$ cat src/hdl/ata_wr_consts.svh
// Purpose: command codes, error codes and counts for the write/standby decoder
// Assumes: 100 MHz system clock
// Notes: definitions only
`ifndef ATA_WR_CONSTS_SVH
`define ATA_WR_CONSTS_SVH
`define CMD_STANDBY_IMM 8'hE0
`define CMD_STANDBY 8'hE2
`define CMD_WRITE_BUF 8'hE8
`define CMD_WR_DMA_A 8'hCA
`define CMD_WR_DMA_B 8'hCB
`define CMD_WR_DMA_EXT 8'h35
`define CMD_WR_MULT 8'hC5
`define CMD_WR_MULT_EXT 8'h39
`define CMD_WR_SECT 8'h30
`define CMD_WR_SECT_EXT 8'h34
`define CMD_WR_NOERASE 8'h38
`define CMD_WR_VERIFY 8'h3C
`define CMD_SET_MULT 8'hC6
`define CMD_SET_MAX 8'hF9
`define CMD_SET_MAX_EXT 8'h37
`define ERR_ABORT 8'h04
`define ERR_IDNF 8'h10
`define ERR_NONE 8'h00
`define SECT_WORDS 16'h0100
`define MULT_DEFAULT 8'h01
`endif

$ cat src/hdl/ata_wr_pkg.sv
// Purpose: types shared by the write/standby decoder
// Assumes: nothing
// Notes: Gray-coded state order along the verify path
package ata_wr_pkg;
	typedef enum logic [2:0] {
		ST_IDLE = 3'h0,
		ST_XFER = 3'h1,
		ST_VERIFY = 3'h3,
		ST_DONE = 3'h2,
		ST_BUFW = 3'h6
	} seq_state_t;
	typedef enum logic [2:0] {
		K_NONE = 3'h0,
		K_PIO = 3'h1,
		K_DMA = 3'h2,
		K_MULT = 3'h3,
		K_VERIFY = 3'h4
	} wr_kind_t;
endpackage

$ cat src/hdl/sector_word_counter.sv
// Purpose: counts data words within one sector, pulses at sector end
// Assumes: one word accepted per strobe
// Notes: cleared at every command start
`timescale 1ns/10ps
`default_nettype none
module sector_word_counter #(
	parameter int WORDS = 256
) (
	input wire logic clk_sys_in, // System clock
	input wire logic rst_n_in, // Async reset, active low
	input wire logic clear_in, // Restart count
	input wire logic word_in, // Word accepted
	output logic sector_end_out // Last word of sector
);
	logic [15:0] count;
	// Refused at elaboration: the count register is 16 bits wide
	if (WORDS < 2 || WORDS > 65535) begin : g_bad_words
		$error("sector_word_counter: WORDS out of range");
	end
	assign sector_end_out = word_in && (count == 16'(WORDS - 1));
	always_ff @(posedge clk_sys_in or negedge rst_n_in) begin
		if (!rst_n_in) begin
			count <= 16'h0000;
		end else if (clear_in || sector_end_out) begin
			count <= 16'h0000;
		end else if (word_in) begin
			count <= count + 16'h0001;
		end
	end
endmodule
`default_nettype wire

$ cat src/hdl/ata_write_standby_cmd_decoder.sv
// Purpose: decodes standby, write-buffer, write and set commands; sequences sectors
// Assumes: host holds task-file values steady with cmd_valid_in pulse
// Notes: media and verify engines are outside; this block steps and reports
// Behaviour
// - Standby commands raise busy, enter standby, drop busy, interrupt at once.
// - Write-buffer command replaces the sector buffer with host data.
// - CAh/CBh write 1..256 sectors by DMA; zero count means 256.
// - 35h writes 1..65536 sectors by DMA; zero count means 65536.
// - Transfer starts at the sector number the host loaded.
// - Multiple writes interrupt once per block of set-multiple sectors.
// - 30h writes 1..256 sectors by programmed transfer; zero means 256.
// - 34h writes 1..65536 sectors by programmed transfer; zero means 65536.
// - 38h writes 1..256 sectors; zero count means 256.
// - 3Ch verifies every written sector before reporting completion.
// - After a max-address limit is set, writes beyond it fail ID-not-found.
// - Set-multiple enables multiple commands and stores their block size.
`timescale 1ns/10ps
`default_nettype none
`include "ata_wr_consts.svh"
module ata_write_standby_cmd_decoder #(
	parameter int LBA_W = 48,
	parameter int BUF_WORDS = 256,
	parameter int VERIFY_CYCLES = 4
) (
	input wire logic clk_sys_in, // System clock
	input wire logic rst_n_in, // Async reset, active low
	input wire logic cmd_valid_in, // Command register written
	input wire logic [7:0] cmd_code_in, // Command code
	input wire logic [15:0] sect_count_in, // Sector count, 16 bits for ext
	input wire logic [LBA_W-1:0] sect_num_in, // Starting sector / new limit
	input wire logic data_valid_in, // Host data word present
	input wire logic [15:0] data_in, // Host data word
	input wire logic verify_ok_in, // Media verify of current sector done
	output logic busy_out, // Busy status
	output logic drq_out, // Ready for PIO data
	output logic dma_req_out, // Ready for DMA data
	output logic intrq_out, // Interrupt pulse
	output logic standby_out, // Standby power state
	output logic [7:0] error_out, // Error register
	output logic err_out, // Error status bit
	output logic wr_en_out, // Media word write strobe
	output logic [LBA_W-1:0] wr_lba_out, // Sector being written
	output logic [15:0] wr_data_out, // Media word
	output logic [7:0] buf_rd_data_out // Low byte of sector buffer word at write address
);
	import ata_wr_pkg::*;
	localparam int AW = $clog2(BUF_WORDS);
	// Refused at elaboration: limit compare and buffer address need these
	if (LBA_W < 28 || BUF_WORDS < 2 || VERIFY_CYCLES < 1) begin : g_bad_param
		$error("ata_write_standby_cmd_decoder: bad parameter");
	end

	// Zero count means the maximum for the command width
	function automatic logic [16:0] decode_count(input logic [15:0] cnt, input logic ext);
		logic [16:0] r;
		r = ext ? {1'b0, cnt} : {9'h000, cnt[7:0]};
		if (r == 17'h00000) begin
			r = ext ? 17'h10000 : 17'h00100;
		end
		return r;
	endfunction

	seq_state_t state;
	wr_kind_t kind;
	logic [16:0] remaining;
	logic [7:0] mult_size;
	logic mult_enabled;
	logic [7:0] blk_left;
	logic [LBA_W-1:0] max_lba;
	logic limit_set;
	logic [LBA_W-1:0] cur_lba;
	logic [AW-1:0] buf_addr;
	logic [15:0] sbuf [0:BUF_WORDS-1];
	logic word_take;
	logic sector_end;
	logic [16:0] nsect;
	logic is_ext;

	assign word_take = data_valid_in && (drq_out || dma_req_out);
	assign is_ext = (cmd_code_in == `CMD_WR_DMA_EXT) || (cmd_code_in == `CMD_WR_SECT_EXT)
		|| (cmd_code_in == `CMD_WR_MULT_EXT);
	assign nsect = decode_count(sect_count_in, is_ext);

	sector_word_counter #(.WORDS(`SECT_WORDS)) u_cnt (
		.clk_sys_in(clk_sys_in),
		.rst_n_in(rst_n_in),
		.clear_in(cmd_valid_in && state == ST_IDLE),
		.word_in(word_take && state == ST_XFER),
		.sector_end_out(sector_end)
	);

	// Command acceptance and sequencing
	always_ff @(posedge clk_sys_in or negedge rst_n_in) begin
		if (!rst_n_in) begin
			state <= ST_IDLE;
			kind <= K_NONE;
			remaining <= 17'h00000;
			blk_left <= 8'h00;
			busy_out <= 1'b0;
			drq_out <= 1'b0;
			dma_req_out <= 1'b0;
			intrq_out <= 1'b0;
			standby_out <= 1'b0;
			error_out <= `ERR_NONE;
			err_out <= 1'b0;
			cur_lba <= '0;
			mult_size <= `MULT_DEFAULT;
			mult_enabled <= 1'b0;
			max_lba <= '0;
			limit_set <= 1'b0;
		end else begin
			intrq_out <= 1'b0;
			case (state)
			ST_IDLE: begin
				if (cmd_valid_in) begin
					error_out <= `ERR_NONE;
					err_out <= 1'b0;
					case (cmd_code_in)
					`CMD_STANDBY, `CMD_STANDBY_IMM: begin
						// Power change is immediate, so busy spans one cycle
						standby_out <= 1'b1;
						busy_out <= 1'b1;
						state <= ST_DONE;
					end
					`CMD_WRITE_BUF: begin
						busy_out <= 1'b0;
						drq_out <= 1'b1;
						state <= ST_BUFW;
					end
					`CMD_SET_MULT: begin
						if (sect_count_in[7:0] == 8'h00) begin
							error_out <= `ERR_ABORT;
							err_out <= 1'b1;
						end else begin
							mult_size <= sect_count_in[7:0];
							mult_enabled <= 1'b1;
						end
						busy_out <= 1'b1;
						state <= ST_DONE;
					end
					`CMD_SET_MAX, `CMD_SET_MAX_EXT: begin
						max_lba <= sect_num_in;
						limit_set <= 1'b1;
						busy_out <= 1'b1;
						state <= ST_DONE;
					end
					`CMD_WR_DMA_A, `CMD_WR_DMA_B, `CMD_WR_DMA_EXT, `CMD_WR_SECT,
					`CMD_WR_SECT_EXT, `CMD_WR_NOERASE, `CMD_WR_VERIFY,
					`CMD_WR_MULT, `CMD_WR_MULT_EXT: begin
						standby_out <= 1'b0;
						if ((cmd_code_in == `CMD_WR_MULT || cmd_code_in == `CMD_WR_MULT_EXT)
							&& !mult_enabled) begin
							error_out <= `ERR_ABORT;
							err_out <= 1'b1;
							busy_out <= 1'b1;
							state <= ST_DONE;
						end else if (limit_set && ({7'h00, sect_num_in} + (LBA_W+7)'(nsect)
							- (LBA_W+7)'(1)) > {7'h00, max_lba}) begin
							error_out <= `ERR_IDNF;
							err_out <= 1'b1;
							busy_out <= 1'b1;
							state <= ST_DONE;
						end else begin
							remaining <= nsect;
							cur_lba <= sect_num_in;
							blk_left <= mult_size;
							state <= ST_XFER;
							case (cmd_code_in)
							`CMD_WR_DMA_A, `CMD_WR_DMA_B, `CMD_WR_DMA_EXT: begin
								kind <= K_DMA;
								dma_req_out <= 1'b1;
							end
							`CMD_WR_MULT, `CMD_WR_MULT_EXT: begin
								kind <= K_MULT;
								drq_out <= 1'b1;
							end
							`CMD_WR_VERIFY: begin
								kind <= K_VERIFY;
								drq_out <= 1'b1;
							end
							default: begin
								kind <= K_PIO;
								drq_out <= 1'b1;
							end
							endcase
						end
					end
					default: begin
						error_out <= `ERR_ABORT;
						err_out <= 1'b1;
						busy_out <= 1'b1;
						state <= ST_DONE;
					end
					endcase
				end
			end
			ST_XFER: begin
				if (sector_end) begin
					cur_lba <= cur_lba + LBA_W'(1);
					remaining <= remaining - 17'h00001;
					blk_left <= (blk_left == 8'h01) ? mult_size : blk_left - 8'h01;
					if (kind == K_VERIFY) begin
						// Host held off until the sector is checked
						drq_out <= 1'b0;
						busy_out <= 1'b1;
						state <= ST_VERIFY;
					end else if (remaining == 17'h00001) begin
						drq_out <= 1'b0;
						dma_req_out <= 1'b0;
						busy_out <= 1'b1;
						state <= ST_DONE;
					end else if (kind == K_MULT) begin
						intrq_out <= (blk_left == 8'h01);
					end else if (kind == K_PIO) begin
						intrq_out <= 1'b1;
					end
				end
			end
			ST_VERIFY: begin
				if (verify_ok_in) begin
					if (remaining == 17'h00000) begin
						state <= ST_DONE;
					end else begin
						busy_out <= 1'b0;
						drq_out <= 1'b1;
						intrq_out <= 1'b1;
						state <= ST_XFER;
					end
				end
			end
			ST_BUFW: begin
				if (word_take && buf_addr == AW'(BUF_WORDS - 1)) begin
					drq_out <= 1'b0;
					busy_out <= 1'b1;
					state <= ST_DONE;
				end
			end
			ST_DONE: begin
				busy_out <= 1'b0;
				intrq_out <= 1'b1;
				kind <= K_NONE;
				state <= ST_IDLE;
			end
			default: begin
				state <= ST_IDLE;
			end
			endcase
		end
	end

	// Sector buffer fill; no reset on the array, it is data only
	always_ff @(posedge clk_sys_in or negedge rst_n_in) begin
		if (!rst_n_in) begin
			buf_addr <= '0;
		end else if (state == ST_IDLE) begin
			buf_addr <= '0;
		end else if (state == ST_BUFW && word_take) begin
			buf_addr <= buf_addr + AW'(1);
		end
	end

	always_ff @(posedge clk_sys_in) begin
		if (state == ST_BUFW && word_take) begin
			sbuf[buf_addr] <= data_in;
		end
	end

	always_ff @(posedge clk_sys_in or negedge rst_n_in) begin
		if (!rst_n_in) begin
			buf_rd_data_out <= 8'h00;
		end else begin
			buf_rd_data_out <= sbuf[buf_addr][7:0];
		end
	end

	// Media write path
	always_ff @(posedge clk_sys_in or negedge rst_n_in) begin
		if (!rst_n_in) begin
			wr_en_out <= 1'b0;
			wr_data_out <= 16'h0000;
			wr_lba_out <= '0;
		end else begin
			wr_en_out <= word_take && state == ST_XFER;
			wr_data_out <= data_in;
			// Sector travels with its word, so a sector's last word keeps its address
			wr_lba_out <= cur_lba;
		end
	end
endmodule
`default_nettype wire

$ cat config.mk
export PLATFORM = sky130hd
export DESIGN_NAME = ata_write_standby_cmd_decoder
export DESIGN_NICKNAME = d
export VERILOG_FILES = /design/src/hdl/ata_wr_pkg.sv /design/src/hdl/sector_word_counter.sv /design/src/hdl/ata_write_standby_cmd_decoder.sv
export VERILOG_INCLUDE_DIRS = /design/src /design/src/hdl
export SDC_FILE = /design/constraint.sdc
export NUM_CORES = 2
export LEC_CHECK = 0
export ABC_AREA = 1
export BUFFER_PORTS_ARGS = -buffer_cell sky130_fd_sc_hd__buf_4
export CAP_MARGIN = 25
export CORE_ASPECT_RATIO = 0.6
export CORE_UTILIZATION = 50
export CTS_BUF_LIST = sky130_fd_sc_hd__clkbuf_8
export CTS_CLUSTER_SIZE = 16
export DETAILED_ROUTE_END_ITERATION = 10
export PLACE_DENSITY = 0.75
export SETUP_SLACK_MARGIN = 0.5
export SLEW_MARGIN = 10
export SYNTH_ARGS = -nofsm -noshare
export SYNTH_HDL_FRONTEND = slang
export SYNTH_SLANG_ARGS = --single-unit
export TNS_END_PERCENT = 100
$ cat constraint.sdc
create_clock -name clk_sys_in -period 3.6 [get_ports clk_sys_in]
set_clock_uncertainty 0.15 [all_clocks]
set_input_delay 0.54 -clock clk_sys_in [delete_from_list [all_inputs] [get_ports clk_sys_in]]
set_output_delay 0.54 -clock clk_sys_in [all_outputs]
set_load 0.03 [all_outputs]
==> results.json <==
{
  "floorplan.rows": 124,
  "vias": 75030,
  "finalCriticalPeriod_ns": 5.205,
  "die_y_um": 342.5,
  "gp_congestion": 0.9845,
  "root_buffer": "clkbuf_8",
  "wl_per_cell_um": 25.39,
  "synth.most_common_cell": "edfxtp_1",
  "min_period_over_period_pct": 144.6,
  "yosysUniqueCellTypes": 64,
  "cp_data_arrival_time_ns": 5.83,
  "grt_pass1_vias": 69260,
  "synthTopCellsByCount": "edfxtp_1, nor2_1, o21ai_0, nand2_1, o22ai_1",
  "finalNonFillerCells": 12320,
  "placedCellCount": 11540,
  "crit_type": "input pin to register",
  "p_sw_w": 0.01508,
  "cts.path.max_buffers": 4,
  "grt_start_max_net_pins": 133,
  "grt_usage_pct": 30.18,
  "drv_slew": 0,
  "hold_viol_final": 0,
  "cts_tree": "yes",
  "numCtsBuffers": 333,
  "clock_sinks": 2290,
  "worstPathMaxFanout": 8,
  "status": "finished with violations",
  "synth_edf_count": 2048,
  "dieArea_mm2": 0.1950,
  "seq_power_share_pct": 53.1,
  "p_leak_nw": 43.15,
  "pwr-share-comb_pct": 12.2,
  "slowest_stage": "ha_1",
  "fp.dieW_um": 569.4,
  "grt_pass1_wl_um": 441200,
  "worstHoldPathType": "input pin to register",
  "violations": "setup timing",
  "core_mm2": 0.1911,
  "drtAntennaViolNets": 0,
  "globalRouteOverflowTotal": 0,
  "reg2reg_from": "cur_lba[0]",
  "synth_seq_area_share_pct": 69.94,
  "finalSetupViolations": 83,
  "yosysTopAreaCellShare_pct": 63.67,
  "io_pins": 180,
  "cp-start-kind": "input pin",
  "drt-initial-drc-count": 12710,
  "grt_setup_unrepaired": "yes",
  "switching_share_pct": 26.49,
  "critPathMaxStageDelay_ns": 0.30,
  "drive_above_1_share_pct": 19.57,
  "synth_area_mm2": 0.09660,
  "clockPowerShare_pct": 34.7,
  "max-slew-margin-rel_pct": 35.75,
  "yosysWarnings": 0,
  "port_buffers": 173,
  "fmax_mhz": 192.1,
  "crit_start": "cmd_code_in[4]",
  "vias_per_cell": 6.089,
  "powerDensity_mw_per_mm2": 487.1,
  "ys_ff_latch": 2290,
  "synthTopCellsByArea": "edfxtp_1, o21ai_0, dfrtp_1",
  "htree_levels": 5,
  "async_flop_share_pct": 10.57,
  "internal-power_w": 0.04185,
  "antenna_found_initial": 9,
  "hpwlAfterDp_um": 194100,
  "syn-mean-instance-area_um2": 11.49,
  "cp.required_ns": 4.22,
  "drc": 0,
  "ys.flop_type": "edfxtp_1",
  "totalPowerFinal_w": 0.05693,
  "worstMarginPinSlew_ns": 0.9564,
  "endpoint_kind": "register",
  "place_ws_ns": -2.819,
  "worst_slack_ns": -1.605,
  "path_clk_slew_ns": 0.07,
  "fillers": 14360,
  "cp_common_cell": "nand2_4",
  "nets": 9696,
  "initial_utilization_pct": 50.54,
  "finalInstanceArea_mm2": 0.1169,
  "routed_wl_um": 312900,
  "syn_inst": 8409,
  "drv_cap": 0,
  "yosysTopAreaCell": "edfxtp_1",
  "area_growth_pct": 21.01,
  "irDropWorstVdd_mv": 0.3652,
  "first_pass_iters": 9,
  "worstHoldStart": "data_in[0]",
  "clock_latency_ns": 0.99,
  "placed_area_mm2": 0.1066
}
metrics by stage:
step | TNS, ns | util, % | hold slack (ns)
after floorplan | -109.56 | - | 0.09441
after global placement | -210.36 | 55.78 | 0.2203
after detailed placement | -222.74 | 55.79 | 0.2125
after CTS | -108.22 | 59.94 | 0.001462
after global routing | -139.46 | 61.15 | 0.03897
final | -128.65 | 61.16 | 0.05073
placed cells by master (no fill, tap or decap), types with 24 or more instances in the layout:
cell,instances
nor2_1,1461
ha_1,117
o21ai_1,60
buf_6,38
o21ai_0,1130
o21ai_2,57
nand2_4,26
a22o_1,46
nor2_2,77
clkbuf_16,24
nand3_1,83
edfxtp_1,2048
clkinv_2,29
o22ai_1,493
buf_4,954
clkbuf_8,359
nor3_1,54
nand2_1,961
a21oi_1,141
clkinv_1,72
buf_12,63
a41oi_1,26
xor2_1,58
xnor2_1,32
nand2_2,58
dlygate4sd3_1,76
dfrtp_1,239
nand4_1,98
inv_1,524
final timing paths:
check / cells past startpoint / slack (ns) / endpoint
max: 42 / -1.61 / remaining[4]
min: 1 / 0.05 / sbuf[146][0]
max reg2reg: 13 / 0.16 / cur_lba[42]
min reg2reg: 0 / 0.22 / wr_lba_out[21]
max in group asynchronous: 3 / 2.32 / cur_lba[27]
min in group asynchronous: 2 / 0.09 / cur_lba[31]
per-layer routing:
layer	part of all wire, %	GRT usage, %
met5	0.0042	0
met4	2.9	8.350
met3	17	11.20
met1	39	45.24
met2	41	40.88
cells by family after synthesis:
group,count (synthesis),share of synthesized area (%)
AO/OA/AOI/OAI,2088,12.00
XOR/XNOR,90,0.8160
adder cells (fa/ha/maj),124,1.614
buffers and inverters,910,3.659
flip-flops,2290,69.94
multiplexers,4,0.04274
other,1,0.003882
AND/OR/NAND/NOR,2902,11.92
worst max-delay path, delay by kind of cell:
kind	cells	cell delay, ns
AND/OR/NAND/NOR	20	2.36
buffers and inverters	10	0.93
adder cells (fa/ha/maj)	3	0.82
XOR/XNOR	1	0.13
AO/OA/AOI/OAI	8	1.02
power groups by stage:
stage	combinational [W]	clock (W)	sequential, W
6_report	0.00694	0.0198	0.0302
5_1_grt	0.00742	0.0210	0.0303
4_1_cts	0.00642	0.0199	0.0302
3_5_place_dp	0.00568	0	0.0307
3_3_place_gp	0.00557	0	0.0307
2_1_floorplan	0.00255	0	0.0311
final cells by class:
cell class                 instances  area (µm²)  area share [%]
timing repair inverter             7       96.34         0.08242
timing repair buffer            1198       11110           9.507
sequential                      2290       67560           57.80
inverter                         435        1717           1.469
clock inverter                   238        1230           1.052
antenna                            6       15.01         0.01284
clock buffer                     351        4831           4.133
tap                             2583        3232           2.765
multi-input combinational       5214       27100           23.18
repair_timing:
action | CTS | global route
pin swaps | 52 | 98
hold buffers | 76 | 0
endpoints found under the setup margin | 386 | 479
gates cloned | 10 | 28
buffers inserted | 30 | 42
resized for setup | 177 | 377
endpoints found under the hold margin | 266 | 0
state kept, by name, indices dropped and copies added (netlist names), 3 cells and up:
register         flops
sbuf              2048
cur_lba             48
max_lba             48
wr_lba_out          48
remaining           17
u_cnt.count         16
wr_data_out         16
blk_left             8
buf_addr             8
buf_rd_data_out      8
mult_size            8
kind                 3
state                3
Note: power is estimated with default switching activity, not from simulation.
